[src/rtl/psc_regs.svh]
// Constants for the program counter and stack control block.
// Assumes inclusion by bare name from the core.
`ifndef PSC_REGS_SVH
`define PSC_REGS_SVH

// Register indices with dedicated roles.
`define PSC_IDX_PC    4'h0
`define PSC_IDX_SP    4'h1
`define PSC_IDX_SW    4'h2

// Reset value of every register.
`define PSC_RESET_VAL 20'h00000

// Stack and counter steps in bytes.
`define PSC_STEP_WORD 20'h00002
`define PSC_STEP_LONG 20'h00004

// Top of the downward-growing vector table.
`define PSC_VEC_TOP   20'h0fffe

// Field positions.
`define PSC_PC_HI     19:16
`define PSC_LO16      15:0
`define PSC_LO8       7:0
`define PSC_SW_PCHI   15:12
`define PSC_SW_FLAGS  11:0

`endif

[src/rtl/psc_pkg.sv]
// Types shared by the program counter and stack control block.
// Assumes nothing of its surroundings.
package psc_pkg;

	typedef enum logic [3:0] {
		PSC_CMD_NOP        = 4'h0,
		PSC_CMD_ADVANCE    = 4'h1,
		PSC_CMD_SHORT_JUMP = 4'h2,
		PSC_CMD_LONG_JUMP  = 4'h3,
		PSC_CMD_SHORT_CALL = 4'h4,
		PSC_CMD_LONG_CALL  = 4'h5,
		PSC_CMD_SHORT_RET  = 4'h6,
		PSC_CMD_LONG_RET   = 4'h7,
		PSC_CMD_INT_ENTRY  = 4'h8,
		PSC_CMD_INT_EXIT   = 4'h9,
		PSC_CMD_REG_WRITE  = 4'ha
	} psc_cmd_t;

	typedef enum logic [1:0] {
		PSC_SIZE_BYTE  = 2'h0,
		PSC_SIZE_WORD  = 2'h1,
		PSC_SIZE_AWORD = 2'h2
	} psc_size_t;

	typedef enum logic [0:0] {
		PSC_ST_IDLE = 1'b0,
		PSC_ST_MEM  = 1'b1
	} psc_state_t;

endpackage : psc_pkg

[src/rtl/psc_control.sv]
// Program counter, stack pointer and sixteen-entry register file with stack sequencing.
// Assumes a synchronous memory port on the same clock that answers each request with memAck.
//
// Behaviour
// [RQ1] Sixteen registers; indices zero to three dedicated, four to fifteen general; the code dedicates only zero to two, three is general.
// [RQ2] Program counter advances by instruction length of two, four, six or eight bytes.
// [RQ3] Program counter bit zero always zero; fetches on word boundaries.
// [RQ4] Short jump and short call clear upper four counter bits.
// [RQ5] Long jump and long call load the full 20-bit target.
// [RQ6] Direct counter writes follow operand size; word writes clear upper four bits.
// [RQ7] Calls and interrupt entry push return address; short call saves bits 15:0.
// [RQ8] Long subroutine exit reloads bits 19:0 and adds four to stack pointer.
// [RQ9] Short subroutine exit reloads bits 15:0 and adds two to stack pointer.
// [RQ10] Stack pointer predecrements on push and postincrements on pop.
// [RQ11] Stack pointer bit zero always zero; software sets it into RAM.
// [RQ12] Interrupt entry pushes counter and status word carrying counter bits 19:16.
// [RQ13] Interrupt exit rebuilds the full 20-bit counter from the stacked words.
// [RQ14] Vectors lie downward from the top vector address and hold 16-bit handlers.
// [RQ15] Counter and stack pointer are ordinary operands of every register access.
// [RQ16] 20-bit address bus over 1MB without paging, 16-bit data bus.
// [RQ17] Register-only operations complete in a single cycle.
// [RQ18] Byte, word and 20-bit address-word operand sizes.
// [RQ19] Long call pushes the full return address as two words, four bytes.
`timescale 1ns/100ps
`default_nettype none
`include "psc_regs.svh"

module psc_control (
	// Clock and reset.
	input  wire logic              clk,
	input  wire logic              rst_n,
	// Command port.
	input  wire logic              cmdValid,
	input  wire psc_pkg::psc_cmd_t  cmd,
	input  wire logic [19:0]       cmdTarget,
	input  wire logic [1:0]        cmdLen,
	input  wire logic [3:0]        cmdIdx,
	input  wire psc_pkg::psc_size_t cmdSize,
	output logic                   busy,
	// Register read ports.
	input  wire logic [3:0]        rdIdxA,
	input  wire logic [3:0]        rdIdxB,
	output logic [19:0]            rdDataA,
	output logic [19:0]            rdDataB,
	// Dedicated register views.
	output logic [19:0]            programCounter,
	output logic [19:0]            stackPointer,
	output logic [15:0]            statusWord,
	// Stack memory port.
	output logic                   memReq,
	output logic                   memWe,
	output logic [19:0]            memAddr,
	output logic [15:0]            memWdata,
	input  wire logic [15:0]       memRdata,
	input  wire logic              memAck
);
	import psc_pkg::*;

	logic [19:0] regFile_q [16];
	psc_state_t  state_q;
	logic [1:0]  step_q;
	psc_cmd_t    op_q;
	logic [19:0] tgt_q;
	logic [15:0] lo_q;
	logic [19:0] spAtCmd_q;
	logic        busy_q;
	logic        memReq_q;
	logic        memWe_q;
	logic [19:0] memAddr_q;
	logic [15:0] memWdata_q;
	logic [19:0] rdDataA_q;
	logic [19:0] rdDataB_q;

	logic        accept;
	logic        memDone;
	logic        issue;
	logic        issueWe;
	logic [19:0] issueAddr;
	logic [15:0] issueData;
	logic        finish;
	logic        spDec;
	logic        spInc;
	logic        pcLd;
	logic [19:0] pcVal;
	logic        swLd;
	logic [15:0] swVal;
	logic        loLd;
	logic [19:0] pc;
	logic [19:0] sp;
	logic [19:0] vecAddr;

	assign pc      = regFile_q[`PSC_IDX_PC];
	assign sp      = regFile_q[`PSC_IDX_SP];
	assign accept  = cmdValid && (state_q == PSC_ST_IDLE);
	assign memDone = (state_q == PSC_ST_MEM) && memAck;
	assign vecAddr = `PSC_VEC_TOP - {13'h0000, tgt_q[5:0], 1'b0}; // [RQ14]

	// Sized register write: byte clears 19:8, word clears 19:16.
	function automatic logic [19:0] pscSized(input logic [19:0] d, input psc_size_t s,
		input logic [3:0] idx);
		logic [19:0] v;
		v = d;
		if (s == PSC_SIZE_BYTE) begin
			v = {12'h000, d[`PSC_LO8]}; // [RQ18]
		end else if (s == PSC_SIZE_WORD || idx == `PSC_IDX_SW) begin
			v = {4'h0, d[`PSC_LO16]}; // [RQ6]
		end
		if (idx == `PSC_IDX_PC || idx == `PSC_IDX_SP) begin
			v[0] = 1'b0; // [RQ3] [RQ11]
		end
		return v;
	endfunction : pscSized

	// Decides the next memory access and register effects of each step.
	always_comb begin
		issue     = 1'b0;
		issueWe   = 1'b0;
		issueAddr = sp;
		issueData = 16'h0000;
		finish    = 1'b0;
		spDec     = 1'b0;
		spInc     = 1'b0;
		pcLd      = 1'b0;
		pcVal     = pc;
		swLd      = 1'b0;
		swVal     = statusWord;
		loLd      = 1'b0;
		if (accept) begin
			case (cmd)
				PSC_CMD_ADVANCE: begin
					pcLd  = 1'b1;
					pcVal = pc + {17'h00000, cmdLen, 1'b0} + `PSC_STEP_WORD; // [RQ2]
				end
				PSC_CMD_SHORT_JUMP: begin
					pcLd  = 1'b1;
					pcVal = {4'h0, cmdTarget[15:1], 1'b0}; // [RQ4]
				end
				PSC_CMD_LONG_JUMP: begin
					pcLd  = 1'b1;
					pcVal = {cmdTarget[19:1], 1'b0}; // [RQ5]
				end
				PSC_CMD_SHORT_CALL, PSC_CMD_INT_ENTRY: begin
					issue     = 1'b1;
					issueWe   = 1'b1;
					issueAddr = sp - `PSC_STEP_WORD; // [RQ10]
					issueData = pc[`PSC_LO16]; // [RQ7]
					spDec     = 1'b1;
				end
				PSC_CMD_LONG_CALL: begin
					issue     = 1'b1;
					issueWe   = 1'b1;
					issueAddr = sp - `PSC_STEP_WORD;
					issueData = {12'h000, pc[`PSC_PC_HI]}; // [RQ19]
					spDec     = 1'b1;
				end
				PSC_CMD_SHORT_RET, PSC_CMD_LONG_RET, PSC_CMD_INT_EXIT: begin
					issue     = 1'b1;
					issueAddr = sp;
				end
				default: begin
				end
			endcase
		end else if (memDone) begin
			case (op_q)
				PSC_CMD_SHORT_CALL: begin
					finish = 1'b1;
					pcLd   = 1'b1;
					pcVal  = {4'h0, tgt_q[15:1], 1'b0}; // [RQ4]
				end
				PSC_CMD_LONG_CALL: begin
					if (step_q == 2'h0) begin
						issue     = 1'b1;
						issueWe   = 1'b1;
						issueAddr = sp - `PSC_STEP_WORD;
						issueData = pc[`PSC_LO16]; // [RQ19]
						spDec     = 1'b1;
					end else begin
						finish = 1'b1;
						pcLd   = 1'b1;
						pcVal  = {tgt_q[19:1], 1'b0}; // [RQ5]
					end
				end
				PSC_CMD_INT_ENTRY: begin
					if (step_q == 2'h0) begin
						issue     = 1'b1;
						issueWe   = 1'b1;
						issueAddr = sp - `PSC_STEP_WORD;
						issueData = {pc[`PSC_PC_HI], statusWord[`PSC_SW_FLAGS]}; // [RQ12]
						spDec     = 1'b1;
					end else if (step_q == 2'h1) begin
						issue     = 1'b1;
						issueAddr = vecAddr; // [RQ14]
					end else begin
						finish = 1'b1;
						pcLd   = 1'b1;
						pcVal  = {4'h0, memRdata[15:1], 1'b0}; // [RQ14]
					end
				end
				PSC_CMD_SHORT_RET: begin
					finish = 1'b1;
					spInc  = 1'b1;
					pcLd   = 1'b1;
					pcVal  = {4'h0, memRdata[15:1], 1'b0}; // [RQ9]
				end
				PSC_CMD_LONG_RET, PSC_CMD_INT_EXIT: begin
					spInc = 1'b1; // [RQ10]
					if (step_q == 2'h0) begin
						issue     = 1'b1;
						issueAddr = sp + `PSC_STEP_WORD;
						loLd      = 1'b1;
						if (op_q == PSC_CMD_INT_EXIT) begin
							swLd  = 1'b1;
							swVal = memRdata;
						end
					end else begin
						finish = 1'b1;
						pcLd   = 1'b1;
						if (op_q == PSC_CMD_LONG_RET) begin
							pcVal = {memRdata[3:0], lo_q[15:1], 1'b0}; // [RQ8]
						end else begin
							pcVal = {lo_q[`PSC_SW_PCHI], memRdata[15:1], 1'b0}; // [RQ13]
						end
					end
				end
				default: begin
					finish = 1'b1;
				end
			endcase
		end
	end

	// Sequencer state and the registered memory request.
	always_ff @(posedge clk or negedge rst_n) begin
		if (!rst_n) begin
			state_q    <= PSC_ST_IDLE;
			step_q     <= 2'h0;
			op_q       <= PSC_CMD_NOP;
			tgt_q      <= `PSC_RESET_VAL;
			lo_q       <= 16'h0000;
			spAtCmd_q  <= `PSC_RESET_VAL;
			busy_q     <= 1'b0;
			memReq_q   <= 1'b0;
			memWe_q    <= 1'b0;
			memAddr_q  <= `PSC_RESET_VAL;
			memWdata_q <= 16'h0000;
		end else begin
			if (accept) begin
				op_q      <= cmd;
				tgt_q     <= cmdTarget;
				spAtCmd_q <= sp;
				step_q    <= 2'h0;
			end else if (memDone && issue) begin
				step_q <= step_q + 2'h1;
			end
			if (loLd) begin
				lo_q <= memRdata;
			end
			if (issue) begin
				state_q    <= PSC_ST_MEM;
				busy_q     <= 1'b1;
				memReq_q   <= 1'b1;
				memWe_q    <= issueWe;
				memAddr_q  <= issueAddr; // [RQ16]
				memWdata_q <= issueData;
			end else if (finish) begin
				state_q  <= PSC_ST_IDLE;
				busy_q   <= 1'b0;
				memReq_q <= 1'b0;
				memWe_q  <= 1'b0;
			end
		end
	end

	// Register file; register-only commands and the first stack pointer decrement of a push land on the accepting edge, later stack updates on memAck edges.
	always_ff @(posedge clk or negedge rst_n) begin
		if (!rst_n) begin
			for (int i = 0; i < 16; i++) begin
				regFile_q[i] <= `PSC_RESET_VAL; // [RQ1]
			end
		end else begin
			if (accept && cmd == PSC_CMD_REG_WRITE) begin
				regFile_q[cmdIdx] <= pscSized(cmdTarget, cmdSize, cmdIdx); // [RQ15] [RQ17]
			end
			if (pcLd) begin
				regFile_q[`PSC_IDX_PC] <= pcVal;
			end
			if (spDec) begin
				regFile_q[`PSC_IDX_SP] <= sp - `PSC_STEP_WORD; // [RQ10]
			end else if (spInc) begin
				regFile_q[`PSC_IDX_SP] <= sp + `PSC_STEP_WORD; // [RQ10]
			end
			if (swLd) begin
				regFile_q[`PSC_IDX_SW] <= {4'h0, swVal};
			end
		end
	end

	// Registered read ports.
	always_ff @(posedge clk or negedge rst_n) begin
		if (!rst_n) begin
			rdDataA_q <= `PSC_RESET_VAL;
			rdDataB_q <= `PSC_RESET_VAL;
		end else begin
			rdDataA_q <= regFile_q[rdIdxA]; // [RQ15]
			rdDataB_q <= regFile_q[rdIdxB];
		end
	end

	assign busy           = busy_q;
	assign rdDataA        = rdDataA_q;
	assign rdDataB        = rdDataB_q;
	assign programCounter = regFile_q[`PSC_IDX_PC];
	assign stackPointer   = regFile_q[`PSC_IDX_SP];
	assign statusWord     = regFile_q[`PSC_IDX_SW][`PSC_LO16];
	assign memReq         = memReq_q;
	assign memWe          = memWe_q;
	assign memAddr        = memAddr_q;
	assign memWdata       = memWdata_q;

	a_pc_even: // [RQ3]
	assert property (@(posedge clk) disable iff (!rst_n) !programCounter[0])
		else $error("program counter odd");

	a_sp_even: // [RQ11]
	assert property (@(posedge clk) disable iff (!rst_n) !stackPointer[0])
		else $error("stack pointer odd");

	a_advance_len: // [RQ2]
	assert property (@(posedge clk) disable iff (!rst_n)
		accept && cmd == PSC_CMD_ADVANCE |=> programCounter ==
		$past(programCounter) + {17'h00000, $past(cmdLen), 1'b0} + 20'h00002)
		else $error("advance length wrong");

	a_short_jump_hi: // [RQ4]
	assert property (@(posedge clk) disable iff (!rst_n)
		accept && cmd == PSC_CMD_SHORT_JUMP |=> programCounter[19:16] == 4'h0
		&& programCounter[15:1] == $past(cmdTarget[15:1]))
		else $error("short jump upper bits");

	a_long_jump_full: // [RQ5]
	assert property (@(posedge clk) disable iff (!rst_n)
		accept && cmd == PSC_CMD_LONG_JUMP |=> programCounter[19:1] == $past(cmdTarget[19:1]))
		else $error("long jump target");

	a_word_write_pc: // [RQ6]
	assert property (@(posedge clk) disable iff (!rst_n)
		accept && cmd == PSC_CMD_REG_WRITE && cmdIdx == 4'h0 && cmdSize == PSC_SIZE_WORD
		|=> programCounter[19:16] == 4'h0 && !busy)
		else $error("word write kept upper bits");

	a_short_call_push: // [RQ7]
	assert property (@(posedge clk) disable iff (!rst_n)
		accept && cmd == PSC_CMD_SHORT_CALL |=> memReq && memWe
		&& memWdata == $past(programCounter[15:0])
		&& memAddr == $past(stackPointer) - 20'h00002)
		else $error("short call push");

	a_long_ret_sp: // [RQ8]
	assert property (@(posedge clk) disable iff (!rst_n)
		finish && op_q == PSC_CMD_LONG_RET |=> stackPointer == spAtCmd_q + 20'h00004 && !busy)
		else $error("long exit stack step");

	a_short_ret_sp: // [RQ9]
	assert property (@(posedge clk) disable iff (!rst_n)
		finish && op_q == PSC_CMD_SHORT_RET |=> stackPointer == spAtCmd_q + 20'h00002
		&& programCounter[19:16] == 4'h0)
		else $error("short exit stack step");

	a_long_call_sp: // [RQ19]
	assert property (@(posedge clk) disable iff (!rst_n)
		finish && op_q == PSC_CMD_LONG_CALL |=> stackPointer == spAtCmd_q - 20'h00004)
		else $error("long call stack use");

	a_int_entry_sw: // [RQ12]
	assert property (@(posedge clk) disable iff (!rst_n)
		memDone && op_q == PSC_CMD_INT_ENTRY && step_q == 2'h0
		|=> memWe && memWdata[15:12] == programCounter[19:16])
		else $error("status word lacks counter bits");

	a_int_vector: // [RQ14]
	assert property (@(posedge clk) disable iff (!rst_n)
		memDone && op_q == PSC_CMD_INT_ENTRY && step_q == 2'h1
		|=> !memWe && memAddr == 20'h0fffe - {13'h0000, tgt_q[5:0], 1'b0})
		else $error("vector address wrong");

	a_int_exit_pc: // [RQ13]
	assert property (@(posedge clk) disable iff (!rst_n)
		finish && op_q == PSC_CMD_INT_EXIT |=> programCounter[19:16] == $past(lo_q[15:12]))
		else $error("interrupt exit counter");

endmodule : psc_control
`default_nettype wire

[config.mk]
export PLATFORM = sky130hd
export DESIGN_NAME = psc_control
export DESIGN_NICKNAME = d
export VERILOG_FILES = /design/src/rtl/psc_pkg.sv /design/src/rtl/psc_control.sv
export VERILOG_INCLUDE_DIRS = /design/src /design/src/rtl
export SDC_FILE = /design/constraint.sdc
export NUM_CORES = 1
export LEC_CHECK = 0
export ABC_CLOCK_PERIOD_IN_PS = 4150
export BUFFER_PORTS_ARGS = -buffer_cell sky130_fd_sc_hd__buf_4
export CAP_MARGIN = 20
export CELL_PAD_IN_SITES_DETAIL_PLACEMENT = 0
export CELL_PAD_IN_SITES_GLOBAL_PLACEMENT = 1
export CORE_AREA = 5 5 272 274
export DETAILED_ROUTE_END_ITERATION = 8
export DIE_AREA = 0 0 277 279
export GPL_TIMING_DRIVEN = 0
export PLACE_DENSITY = 0.6
export SETUP_SLACK_MARGIN = 0.1
export SLEW_MARGIN = 20
export SYNTH_ARGS = -nofsm -noshare
export SYNTH_HDL_FRONTEND = slang
export SYNTH_SLANG_ARGS = --single-unit
[constraint.sdc]
create_clock -name clk -period 4.15 [get_ports clk]
set_clock_uncertainty 0.05 [all_clocks]
set_input_delay 0 -clock clk [delete_from_list [all_inputs] [get_ports clk]]
set_output_delay 0 -clock clk [all_outputs]
set_load 0.01 [all_outputs]
==> impl_metrics.ini, run 1 <==
[clocking]
htree_levels = 2
cts-resized-gates = 0
clock_latency_ns = 0.62
cts_tree = built
path_clk_slew_ns = 0.06
cts_root_buffer = clkbuf_16
cts.sinks = 439
cts-buffers-inserted = 52
cts.path.max_buffers = 3

[floorplan]
die_area_mm2 = 0.0773
rows = 98
pin_count = 195
core_mm2 = 0.0711
die_x_um = 277
start_util_pct = 34.7
die_h_um = 279

[logic_synthesis]
netlist_top_cells_count = dfrtp_1 (439), nand2_1 (376), o21ai_0 (220)
synthArstFlopShare_pct = 100
synth.area.mux_share_pct = 23.3
synth_cell_types = 82
syn_avg_cell_area_um2 = 10.9
ys_warn_count = 0
synthAdderAreaFrac_pct = 0.486
synth_compound_area_share_pct = 12.5
synthFlopType = dfrtp_1
syn-num-nets = 2336
synth-edff-count = 0
yosysTopAreaCellShare_pct = 44.5
yosysSeqAreaShare_pct = 44.5
synth_top_family_by_area = multiplexers
yosysMostFrequentCell = dfrtp_1
netlist_top_cells_area = dfrtp_1 (44%), mux4_2 (18%), nand2_1 (5.7%)
yosys.area_share.simple_pct = 12.0
yosysTopAreaCell = dfrtp_1
syn_inst = 2267
syn_area_mm2 = 0.0247
synth-seq-cells = 439
synth-xor-area-share_pct = 1.67

[setup_path]
required_ns = 4.56
critPathSlowestCell = or4_1
worst-path-max-fanout = 10
critical_path.max_stage_delay_ns = 0.52
cp-end-kind = flop
worstPathArrival_ns = 4.01
reg2reg_from = stackPointer[1]
rr_worst_depth = 9
startpoint_type = flop
r2r_slack_ns = 0.55
crit_type = reg -> reg
critPathTopFamily = simple AND/OR/NAND/NOR gates
worst-path-buf-inv = 2
crit_chain = clkbuf_1, inv_1, ha_1, nor3b_1, nand2_1, or3_1, or4_1, a41oi_2, o41ai_1
r2r_end = stackPointer[17]

[grt]
grt_pass1_wl_um = 150000
grt_remaining_overflow = 0
grt_max_degree = 96
grt_pass1_vias = 20938
antenna_found_initial = 1
grt_usage_pct = 25.9

[placed_design]
portBuffers = 174
place.gp.congestion = 0.935
place_hpwl_um = 77400

[route]
via_per_inst = 5.90
wl_per_cell_um = 28.9
first_pass_iters = 6
vias = 20954
wl_um = 103000
route.antenna.remaining_nets = 0
drc_errors = 0
drt_iter0_drc = 2037

[power]
powerDensity_mw_per_mm2 = 538
p_leak_nw = 13.0
vdd_drop_max_mv = 0.293

[sta]
max_freq_ghz = 0.278
hold_viol = 0
fin_crit_ns = 3.60
relSlewSlack_pct = 26.9
worst_pin_slew_ns = 1.10
setup_viol = 0
tns_ns = 0
fin_crit_sh_pct = 86.6
rsz0062_at_grt = no
timing.final.max_slew_violations = 0

[run_status]
status = finished, final reports clean

[final_layout]
area_delta_synth_final_pct = 20.7
final_util_pct = 41.9
nNetsFinal = 2622
final_layout_size_suffix_gt1_share_pct = 26.1
fillerInstances = 6935

[run]
cap_violations = 0

[worst_hold_path]
min_path_type = in -> reg
min_delay_path_depth = 3
min_from = cmdTarget[6]
worstHoldEndpoint = statusWord[6]
routing by layer:
metal	up-vias	track usage, %	wire length [um]
li1	8884	-	-
met1	10897	35.6	42900
met2	1000	42.1	48300
met3	173	3.88	7330
met4	0	9.42	4130
met5	-	0	0
kinds of logic (layout without fill, tap and decap cells):
group | after synthesis | in the layout
xor+xnor | 47 | 47
buf+inv | 299 | 629
mux | 314 | 314
simple gates | 666 | 666
fa+ha+maj | 9 | 9
other cells | 0 | 2
flops | 439 | 439
compound gates | 493 | 493
sequential cells by signal, summed over array words and instances, names as in the netlist:
signal,flops
memWdata,16
step_q,2
rdDataB,20
rdDataA,20
memReq,1
programCounter,20
statusWord,16
regFile_q,264
tgt_q,20
memAddr,20
lo_q,15
op_q,4
stackPointer,20
memWe,1
report_power, final:
part | internal (mW) | leakage [nW] | switching (mW)
clock network | 2.96 | 0.897 | 2.07
logic | 2.28 | 6.17 | 2.92
registers | 4.93 | 5.93 | 0.872
tightest hold or removal path: stages:
cell,delay [ns]
clkbuf_1,0.30
mux2i_1,0.23
a21oi_1,0.08
placed cells by master, fill, tap and decap left out, types with 9 or more instances in the layout:
master,count
nand4_1,20
dfrtp_1,439
nand3_1,33
a222oi_1,17
inv_1,29
and3_1,12
a22oi_1,18
buf_1,18
xnor2_1,28
nor3_1,21
buf_2,18
o22ai_1,21
nand2_1,376
nor2_1,120
mux2_2,91
buf_4,233
clkbuf_16,53
dlygate4sd3_1,47
o21ai_0,220
mux4_2,200
nor2b_1,9
o211ai_1,11
o221ai_1,14
clkbuf_1,173
clkinvlp_4,9
a21oi_1,93
mux2i_1,23
xor2_1,19
timing repair:
item / in CTS / in global routing
hold endpoints to repair: 234 / 0
buffers inserted: 0 / 0
hold buffers: 48 / 0
worst max path at each step:
stage / start / end / cells past startpoint
finish: stackPointer[1] / stackPointer[17] / 9
global placement: rst_n / regFile_q[134] / 1
floorplan: stackPointer[1] / stackPointer[17] / 9
CTS: stackPointer[1] / stackPointer[17] / 9
global route: stackPointer[1] / memAddr[19] / 9
detailed placement: stackPointer[1] / stackPointer[17] / 9
per-stage QoR:
| stage | setup slack [ns] | power (mW) | hold WS (ns) | cells | area (um^2) |
|---|---|---|---|---|---|
| floorplan | 1.52 | 8.47 | -0.346 | 2267 | 24700 |
| global placement | -1.66 | 10.9 | 0.176 | 3391 | 27200 |
| detailed placement | 0.594 | 10.9 | -0.153 | 3397 | 27400 |
| CTS | 0.577 | 16.0 | 0.00208 | 3543 | 29700 |
| global route | 0.273 | 16.7 | 0.00607 | 3548 | 29800 |
| finish | 0.555 | 16.0 | 0.0000443 | 3549 | 29800 |
final cells by class:
cell class	count	area, um^2	share of cell area (%)
Antenna cell	2	5.00	0.0168
Buffer	270	1280	4.29
Clock buffer	63	1410	4.74
Clock inverter	35	478	1.60
Inverter	29	109	0.365
Multi-Input combinational cell	1529	12400	41.4
Sequential cell	439	11000	36.8
Tap cell	950	1190	3.99
Timing Repair Buffer	232	2000	6.71
(Power assumes the default switching activity.)
==> run 2: changes to the inputs <==
--- a/config.mk
+++ b/config.mk
@@ -6,12 +6,13 @@
 export SDC_FILE = /design/constraint.sdc
 export NUM_CORES = 1
 export LEC_CHECK = 0
-export ABC_CLOCK_PERIOD_IN_PS = 4150
+export ABC_CLOCK_PERIOD_IN_PS = 4220
 export BUFFER_PORTS_ARGS = -buffer_cell sky130_fd_sc_hd__buf_4
-export CAP_MARGIN = 20
+export CAP_MARGIN = 10
 export CELL_PAD_IN_SITES_DETAIL_PLACEMENT = 0
 export CELL_PAD_IN_SITES_GLOBAL_PLACEMENT = 1
 export CORE_AREA = 5 5 272 274
+export CTS_BUF_LIST = sky130_fd_sc_hd__clkbuf_8
 export DETAILED_ROUTE_END_ITERATION = 8
 export DIE_AREA = 0 0 277 279
 export GPL_TIMING_DRIVEN = 0
==> constraint.sdc (replaced) <==
create_clock -name clk -period 4.22 [get_ports clk]
set_clock_uncertainty 0.05 [all_clocks]
set_input_delay 0 -clock clk [delete_from_list [all_inputs] [get_ports clk]]
set_output_delay 0 -clock clk [all_outputs]
set_load 0.01 [all_outputs]
==> impl_metrics.ini, run 2 (synthesis results as in run 1) <==
[run_status]
status = finished, final reports clean

[setup_path]
cp-end-kind = flop
rr_worst_depth = 9
required_ns = 4.71
worst-path-max-fanout = 10
startpoint_type = flop
worstPathArrival_ns = 4.07
crit_type = reg -> reg

[sta]
worst_pin_slew_ns = 1.12
fin_crit_ns = 3.58
max_freq_ghz = 0.279
hold_viol = 0
setup_viol = 0
fin_crit_sh_pct = 84.8
timing.final.max_slew_violations = 0
relSlewSlack_pct = 25.5
rsz0062_at_grt = no

[route]
wl_per_cell_um = 28.5
via_per_inst = 5.83
drc_errors = 0
route.antenna.remaining_nets = 0
drt_iter0_drc = 1995
wl_um = 103000
vias = 21062
first_pass_iters = 7

[floorplan]
start_util_pct = 34.7
core_mm2 = 0.0711
die_area_mm2 = 0.0773
pin_count = 195
die_x_um = 277
rows = 98
die_h_um = 279

[final_layout]
final_common_cell = dfrtp_1
fin_area_mm2 = 0.0297
fillerInstances = 6981
area_delta_synth_final_pct = 20.3
layout_common_cells = dfrtp_1 (439), nand2_1 (376), buf_4 (233), o21ai_0 (220), mux4_2 (200)
final_layout_size_suffix_gt1_share_pct = 26.7
largest_reg_flops = 264
largest-register = regFile_q
nNetsFinal = 2661
final_util_pct = 41.8

[power]
switching_share_pct = 37.7
powerDensity_mw_per_mm2 = 512
p_leak_nw = 13.1
pwr-share-comb_pct = 33.6
power_frac_clock_pct = 29.0
p_int_mw = 9.49
switchingPower_mw = 5.73
vdd_drop_max_mv = 0.224
pwr-share-seq_pct = 37.5

[clocking]
clock_latency_ns = 0.69
htree_levels = 3
cts_root_buffer = clkbuf_8
cts.path.max_buffers = 3
cts-resized-gates = 0
cts_setup_buffers = 0
path_clk_slew_ns = 0.05
cts_tree = built
cts.sinks = 439
cts-buffers-inserted = 86

[placed_design]
postPlaceCellArea_mm2 = 0.0274
place.gp.congestion = 0.935
place_hpwl_um = 77400
portBuffers = 174

[grt]
grt_max_degree = 96
antenna_found_initial = 5
grt_usage_pct = 26.0
grt_pass1_vias = 21272
grt_remaining_overflow = 0
grt_pass1_wl_um = 150000

[run]
cap_violations = 0

[worst_hold_path]
min_delay_path_depth = 4
min_path_type = in -> reg
-- run 2: cell count changes in the layout (fill, tap and decap cells not counted), sizes merged, moves of 3 or more --
cell         delta
dlygate4sd3     +8
buf             -3
clkinvlp        -6
bufinv          -6
clkbuf         +43
inv            +27
-- run 2: path summary, 6_finish.rpt --
path	endpoint	start	slack [ns]
min in group asynchronous	lo_q[15]	rst_n	0.34
hold / removal	lo_q[7]	memRdata[7]	0.05
hold reg to reg	tgt_q[12]	tgt_q[12]	0.41
max in group asynchronous	regFile_q[112]	rst_n	2.35
setup reg to reg	stackPointer[17]	stackPointer[1]	0.64
setup / recovery	stackPointer[17]	stackPointer[1]	0.64
-- run 2: repair_timing --
item	CTS	global route
hold buffers	56	0
endpoints found under the setup margin	0	0
endpoints found under the hold margin	300	0
-- run 2: worst max-delay path, stage by stage, from the launching register on --
cell and delay, ns:
dfrtp_1 0.47, clkbuf_1 0.41, inv_1 0.15, ha_1 0.32, nor3b_1 0.46, nand2_1 0.28
or3_1 0.48, or4_1 0.52, a41oi_2 0.20, o41ai_1 0.10
-- run 2: metrics by stage --
step	hold slack [ns]	worst slack (ns)	TNS [ns]	total power [mW]	std cells
2_1_floorplan	-0.346	1.59	0	8.33	2267
3_3_place_gp	0.176	-1.59	-665.84	10.7	3391
3_5_place_dp	-0.153	0.664	0	10.7	3397
4_1_cts	0.000834	0.669	0	15.3	3609
5_1_grt	0.0642	0.370	0	15.9	3613
6_report	0.0503	0.641	0	15.2	3613
-- run 2: final cells by class --
cell class                      count  area (um^2)  area share (%)
Buffer                            270         1280            4.30
Sequential cell                   439        11000            37.0
Inverter                           29          109           0.366
Clock inverter                     50          295           0.994
Multi-Input combinational cell   1529        12400            41.6
Antenna cell                        3         7.51          0.0253
Tap cell                          950         1190            4.00
Timing Repair Buffer              237         2040            6.87
Clock buffer                      106         1460            4.91
-- run 2: power groups by stage --
stage	clock network, mW	registers [mW]	logic [mW]
after CTS	4.50	5.68	5.08
after floorplan	0	5.41	2.92
after global placement	0	5.73	4.94
final	4.41	5.70	5.11
after detailed placement	0	5.75	5.00
after global routing	4.70	5.75	5.47
-- run 2: layer usage --
| layer | wire, um | share of wire, % | global-route usage (%) |
|---|---|---|---|
| met2 | 48500 | 47 | 42.0 |
| met1 | 42900 | 42 | 35.2 |
| met5 | 6 | 0.0058 | 0 |
| met3 | 7560 | 7.3 | 4.75 |
| met4 | 4020 | 3.9 | 10.2 |
